### src/ncs_defs.vh
// Register offsets, field positions and timing counts for the config store.
`ifndef NCS_DEFS_VH
`define NCS_DEFS_VH
`define NCS_ADDR_STATUS  12'hb00
`define NCS_ADDR_ERROR   12'hb01
`define NCS_ADDR_CONTROL 12'hb02
`define NCS_ADDR_TRIGGER 12'hb03
`define NCS_BIT_PENDING  0
`define NCS_BIT_ERROR    0
`define NCS_BIT_WREN     0
`define NCS_BIT_RELOAD   1
`define NCS_BIT_STORE    0
`define NCS_CONTROL_RST  8'h00
`define NCS_WREN_RST     1'b0
`define NCS_XFER_CYCLES  16'h0040
`endif

### src/ncs_ctrl.v
// Control and status registers for the nonvolatile configuration store.
// Overview. Software reaches four byte registers through the serial port
// address, write strobe and read strobe. A write of 1 to the trigger bit
// copies the buffer bank into the store. A write of 1 to the reload bit,
// while the boot-select pin is low, reloads settings from the store and
// then pulses soft_reset. Both jobs share one transfer engine, so only
// one of them runs at a time. A request that arrives while the engine is
// busy is dropped, not queued. Software polls the pending flag instead.
//
// The write-enable bit only gates the final commit pulse. A protected
// store write still runs the full transfer time and still updates the
// error flag. This keeps the timing seen by software the same whatever
// the protection state, at the cost of a wasted transfer.
//
// The pending flag already reads 1 in the cycle after the request write,
// before the engine has raised its own busy flag. Without that, a poll
// that follows the trigger write directly could see a stale 0.
//
// The boot-select pin comes from outside the clock domain and passes a
// two-flop synchroniser. A reload request must therefore follow a change
// of the pin by at least two clock edges to see the new level.
//
`include "ncs_defs.vh"
`default_nettype none
module ncs_ctrl #(
  parameter XFER_CYCLES = `NCS_XFER_CYCLES
) (
  input  wire        ref_clk,        // Serial port clock, 10 MHz.
  input  wire        nrst,           // Synchronous reset, active low.
  input  wire [11:0] reg_addr,       // Register address from serial port.
  input  wire [7:0]  reg_wdata,      // Write data.
  input  wire        reg_wr,         // One-cycle write strobe.
  input  wire        reg_rd,         // One-cycle read strobe.
  output reg  [7:0]  reg_rdata,      // Read data, valid after reg_rd.
  input  wire        status_pin_sel, // Status pin select bit.
  input  wire        boot_sel_pin,   // Boot-select pin, asynchronous.
  input  wire        nvm_data_bad,   // Integrity result from the array.
  output reg         status_pin,     // General status output.
  output reg         nvm_write_go,   // Pulse: commit buffer into store.
  output reg         soft_reset      // Pulse: reset from stored settings.
);
  // One-hot request tracker: which kind of transfer owns the engine.
  localparam [2:0] ST_IDLE   = 3'b001;
  localparam [2:0] ST_RELOAD = 3'b010;
  localparam [2:0] ST_STORE  = 3'b100;

  reg        boot_meta;
  reg        boot_sync;
  reg        wr_enable;
  reg  [2:0] req_state;
  reg  [2:0] next_req_state;
  reg        next_wr_enable;
  reg        next_start;
  reg        next_start_write;
  reg        start;
  reg        start_write;
  wire       store_req;
  wire       reload_req;
  wire       pending;
  wire       wr_control;
  wire       wr_trigger;
  wire       engine_free;
  wire       busy;
  wire       done;
  wire       err;

  // True when a write strobe lands on the given register offset.
  function reg_hit;
    input        strobe;
    input [11:0] addr;
    input [11:0] target;
    begin
      reg_hit = strobe && (addr == target);
    end
  endfunction

  // Places a single status flag in bit 0 of a register byte.
  function [7:0] flag_byte;
    input flag;
    begin
      flag_byte = {7'h00, flag};
    end
  endfunction

  // Two-flop synchroniser on the boot-select pin. It resets high, the
  // level that refuses a reload, so no reload slips in right after reset.
  always @(posedge ref_clk) begin
    if (!nrst) begin
      boot_meta <= 1'b1;
      boot_sync <= 1'b1;
    end else begin
      boot_meta <= boot_sel_pin;
      boot_sync <= boot_meta;
    end
  end

  // Request flags decoded from the tracker state.
  assign store_req   = req_state[2];
  assign reload_req  = req_state[1];
  // Pending covers the start cycle, before the engine shows busy.
  assign pending     = busy | start;
  assign wr_control  = reg_hit(reg_wr, reg_addr, `NCS_ADDR_CONTROL);
  assign wr_trigger  = reg_hit(reg_wr, reg_addr, `NCS_ADDR_TRIGGER);
  // A request one cycle after another would see the engine not yet busy,
  // so the start pulse itself also marks the engine as taken.
  assign engine_free = !busy && !start;

  // Next-state logic. The engine drops busy in the cycle of the done
  // pulse, so a request that lands on that cycle is taken, except a store
  // write at the end of a reload, and wins over the clear of the finished request.
  always @* begin
    next_req_state   = req_state;
    next_wr_enable   = wr_enable;
    next_start       = 1'b0;
    next_start_write = start_write;
    if (wr_control) begin
      next_wr_enable = reg_wdata[`NCS_BIT_WREN];
    end
    if (done) begin
      next_req_state = ST_IDLE;
    end
    case (req_state)
      ST_IDLE, ST_STORE: begin
        if (wr_control && reg_wdata[`NCS_BIT_RELOAD] && !boot_sync &&
            engine_free) begin
          next_req_state   = ST_RELOAD;
          next_start       = 1'b1;
          next_start_write = 1'b0;
        end else if (wr_trigger && reg_wdata[`NCS_BIT_STORE] &&
                     engine_free) begin
          // Protected writes still run the sequence but never commit.
          next_req_state   = ST_STORE;
          next_start       = 1'b1;
          next_start_write = 1'b1;
        end
      end
      ST_RELOAD: begin
        // A reload restarts the device, so a store write that lands on
        // the end of a reload is dropped rather than queued behind it.
        if (wr_control && reg_wdata[`NCS_BIT_RELOAD] && !boot_sync &&
            engine_free) begin
          next_req_state   = ST_RELOAD;
          next_start       = 1'b1;
          next_start_write = 1'b0;
        end
      end
      default: begin
        next_req_state = ST_IDLE;
      end
    endcase
  end

  // Request registers. The enable bit leaves reset cleared, so the store
  // stays protected until software arms it on purpose.
  always @(posedge ref_clk) begin
    if (!nrst) begin
      req_state   <= ST_IDLE;
      wr_enable   <= `NCS_WREN_RST;
      start       <= 1'b0;
      start_write <= 1'b0;
    end else begin
      req_state   <= next_req_state;
      wr_enable   <= next_wr_enable;
      start       <= next_start;
      start_write <= next_start_write;
    end
  end

  ncs_xfer #(
    .XFER_CYCLES (XFER_CYCLES)
  ) u_xfer (
    .ref_clk  (ref_clk),
    .nrst     (nrst),
    .start    (start),
    .is_write (start_write),
    .data_bad (nvm_data_bad),
    .busy     (busy),
    .done     (done),
    .err      (err)
  );

  // Read mux and output pulses, all registered.
  always @(posedge ref_clk) begin
    if (!nrst) begin
      reg_rdata    <= 8'h00;
      status_pin   <= 1'b0;
      nvm_write_go <= 1'b0;
      soft_reset   <= 1'b0;
    end else begin
      status_pin   <= status_pin_sel & pending;
      nvm_write_go <= done & store_req & wr_enable;
      soft_reset   <= done & reload_req;
      if (reg_rd) begin
        case (reg_addr)
          `NCS_ADDR_STATUS:  reg_rdata <= flag_byte(pending);
          `NCS_ADDR_ERROR:   reg_rdata <= flag_byte(err);
          `NCS_ADDR_CONTROL: reg_rdata <= {6'h00, reload_req, wr_enable};
          `NCS_ADDR_TRIGGER: reg_rdata <= flag_byte(store_req);
          default:           reg_rdata <= 8'h00;
        endcase
      end
    end
  end
endmodule
`default_nettype wire

### src/ncs_xfer.v
// Transfer engine that copies between the buffer bank and the store.
`default_nettype none
module ncs_xfer #(
  parameter XFER_CYCLES = 16'h0040
) (
  input  wire        ref_clk,    // Serial port clock.
  input  wire        nrst,       // Synchronous reset, active low.
  input  wire        start,      // One-cycle start pulse.
  input  wire        is_write,   // 1 store write, 0 reload from store.
  input  wire        data_bad,   // Integrity check result from the array.
  output reg         busy,       // Transfer in progress.
  output reg         done,       // One-cycle end pulse.
  output reg         err         // Last transfer saw bad data.
);
  reg [15:0] count;

  // Count out a fixed transfer time; the result is checked at the end.
  always @(posedge ref_clk) begin
    if (!nrst) begin
      busy  <= 1'b0;
      done  <= 1'b0;
      err   <= 1'b0;
      count <= 16'h0000;
    end else begin
      done <= 1'b0;
      if (start && !busy) begin
        busy  <= 1'b1;
        count <= XFER_CYCLES;
      end else if (busy) begin
        if (count == 16'h0001) begin
          busy <= 1'b0;
          done <= 1'b1;
          err  <= data_bad;
        end
        count <= count - 16'h0001;
      end
    end
  end
endmodule
`default_nettype wire

### config.mk
export PLATFORM = sky130hd
export DESIGN_NAME = ncs_ctrl
export DESIGN_NICKNAME = d
export VERILOG_FILES = /design/src/ncs_ctrl.v /design/src/ncs_xfer.v
export VERILOG_INCLUDE_DIRS = /design/src
export SDC_FILE = /design/constraint.sdc
export NUM_CORES = 1
export LEC_CHECK = 0
export ABC_AREA = 1
export BUFFER_PORTS_ARGS = -buffer_cell sky130_fd_sc_hd__buf_2
export CAP_MARGIN = 10
export CELL_PAD_IN_SITES_DETAIL_PLACEMENT = 1
export CELL_PAD_IN_SITES_GLOBAL_PLACEMENT = 1
export CORE_AREA = 4 4 69 71
export CTS_CLUSTER_DIAMETER = 100
export CTS_CLUSTER_SIZE = 8
export DETAILED_ROUTE_END_ITERATION = 7
export DIE_AREA = 0 0 73 75
export PLACE_DENSITY_LB_ADDON = 0.1
export SETUP_SLACK_MARGIN = 0.1
export SYNTH_ARGS = -nofsm -noshare
export SYNTH_HDL_FRONTEND = slang
export SYNTH_SLANG_ARGS = --single-unit
### constraint.sdc
create_clock -name ref_clk -period 2.7 [get_ports ref_clk]
set_input_delay 0.135 -clock ref_clk [delete_from_list [all_inputs] [get_ports ref_clk]]
set_output_delay 0.135 -clock ref_clk [all_outputs]
set_load 0.02 [all_outputs]
==> metrics <==
buffers added on ports=25; vias per cell=approximately 4.7; Worst IR Drop VDD=~320 uV; hpwl dp=approximately 2800 um; MaxCap Viol Count=0; RePlAce Congestion=roughly 0.75; later-pin clock latency in the skew report=around 0.28 ns; Placement Setup Slack=about 1.2 ns; gr usage total=approximately 14%; family with the most delay on the worst path=flip-flops; post-route ant nets=0; WL per Instance=11.2 um; post-CTS setup buffers=0; Die X=between 70 and 80 um; Core ar.=~4200 um^2; n_diodes=0; Final Non-Filler Cells=306; largest net degree at the start of global routing=12; Starting Density=a little under two fifths; Fin. Hold Viols=0; CP dominant cell by count=nand2_1; RSZ-0062 raised after global routing=false; Cell Chain, Critical Path=inv_2 > nand2_1 > nand2_1 > inv_1 > o21ai_0 > a21oi_1; post-cts resize count=0; CP arrival=around 1.6 ns; Die Y=about 75 um; status=finished clean; Post-Route WL=between 3000 and 4000 um; post-route setup TNS=0 ns; number of global-route vias before repair=roughly 1400; Final Net Count=282; Power Total=about 0.9 mW; Pwr per Cell Area=around 500 nW/um^2; Clock Tree Buf Depth=2; CTS tree=done; CP Launch Type=flop; Crit. End Element=flop; via count=between 1000 and 1500; Tmin final=1.43 ns; max incr delay on CP=0.38 ns; Post-Syn Instances=approximately 220; Syn. warnings=0; Crit-path slowest cell=dfxtp_1; Root Driver=clkbuf_8; Placed Cells=~300; I/O Pins=38; hold buffers post-CTS=0; Die Area=5480 um^2; Netlist cell types=28; ratio of cells with drive above 1 in the final layout=about 22%; Tightest Hold Check Type=input port to flop; Detailed Routing Iterations Pass 1=4; global-route wire length before repair=just under 6000 um; Mapped Area=~1600 um^2; Avg Inst Size Synth=approximately 7 um^2; Synth-to-Final Area Change=16.6%; Final WS setup=between 1 and 1.5 ns; Worst-path clk slew=0.06 ns; clk sinks=31; post-synthesis sequential area ratio=roughly 40%; CP Data Required Time=between 2 and 3 ns; remaining global-route overflow=0; Setup violations, final=0; clock buffer count from CTS=5; Rows=24; period utilization=a little over half; initial antenna violation count=0; DRT iter0 DRCs=29; Max H-tree Level=2; CP Class=flop to flop; clock skew=around 0.0046 ns; WP buf/inv=2; FF+latch count, synth=31; worst-path fanout max=11; highest clock rate=~700 MHz; Residual DRC=0; Final Max Tran Viols=0; Leak=between 0.8 and 0.9 nW
[path summary, 6_finish.rpt]
kind                startpoint          endpoint  slack (ns)  depth (start not counted)
setup / recovery   u_xfer.busy  u_xfer.count[12]        1.27                          6
hold / removal    boot_sel_pin         boot_meta        0.04                          2
setup reg to reg   u_xfer.busy  u_xfer.count[12]        1.27                          6
hold reg to reg      boot_meta         boot_sync        0.42                          1
[worst reg2reg max path: stages (launching register included)]
cell,delay [ns]
dfxtp_1,0.38
inv_2,0.11
nand2_1,0.10
nand2_1,0.27
inv_1,0.26
o21ai_0,0.11
a21oi_1,0.13
[logic make-up after synthesis]
kind of cell	share of synthesized area, %
AO/OA/AOI/OAI	9.08
other	0.241
flip-flops	39.8
buffers and inverters	11.2
AND/OR/NAND/NOR	38.1
adder cells (fa/ha/maj)	1.61
[flip-flops by register name, summed over array words and instances (netlist names)]
| signal | flops |
|---|---|
| boot_meta | 1 |
| boot_sync | 1 |
| start | 1 |
| nvm_write_go | 1 |
| wr_enable | 1 |
| u_xfer.err | 1 |
| soft_reset | 1 |
| req_state | 3 |
| u_xfer.done | 1 |
| u_xfer.count | 16 |
| reg_rdata | 2 |
| u_xfer.busy | 1 |
| status_pin | 1 |
[stage by stage]
| step | hold slack (ns) | util (%) | instance area (um^2) |
|---|---|---|---|
| final | 0.0400 | 42.9 | 1820 |
| after global routing | 0.0364 | 42.9 | 1820 |
| after CTS | 0.0294 | 42.9 | 1820 |
| after detailed placement | 0.326 | 40.5 | 1720 |
| after global placement | 0.319 | 40.5 | 1720 |
| after floorplan | 0.228 | - | 1580 |
[cells in the final DEF, fill, tap and decap left out, types with 2 or more instances in the layout]
master    instances
nand2_2           5
nor3_1            3
inv_2             3
nor2_2            5
nand3_1          12
a21oi_1          15
o21ai_0           8
nand2_1          46
conb_1            6
clkbuf_8          7
nand4_1           5
nor2_4            3
inv_1            30
or2_2             3
buf_2            25
dfxtp_1          31
nor2_1           34
ha_1              2
[report_power, final]
| part | internal, mW | switching [mW] | total, mW |
|---|---|---|---|
| combinational | 0.0179 | 0.0313 | 0.0492 |
| clock | 0.232 | 0.166 | 0.399 |
| sequential | 0.460 | 0.00103 | 0.461 |
[metal layers]
layer | share of wire (%) | GRT usage [%]
met5 | 0 | 0
met4 | 1.7 | 6.15
met3 | 4.1 | 3.60
met2 | 52 | 25.8
met1 | 42 | 14.5
[final cells by class]
class                   instances  area [um^2]
multi-input cells             157          782
fillers                       568         2420
clock buffers                   8          100
flip-flops and latches         31          621
repair buffers                 25          125
well taps                      52         65.1
inverters                      33          124
[cell usage after synthesis, drive strengths merged]
| cell | number | area (um^2) |
|---|---|---|
| nor4 | 1 | 6.26 |
| or2 | 3 | 18.8 |
| o21a | 1 | 7.51 |
| nor3 | 4 | 25.0 |
| nand3 | 14 | 87.6 |
| o21bai | 1 | 7.51 |
| nand4 | 5 | 31.3 |
| buf | 7 | 50.0 |
| dfxtp | 31 | 621 |
| nand2 | 51 | 204 |
| ha | 2 | 25.0 |
| inv | 33 | 124 |
| conb | 1 | 3.75 |
| a21oi | 15 | 75.1 |
| o21ai | 9 | 45.0 |
| and3 | 1 | 7.51 |
| nor2 | 43 | 213 |
| a31oi | 1 | 6.26 |
(Power assumes the default switching activity.)
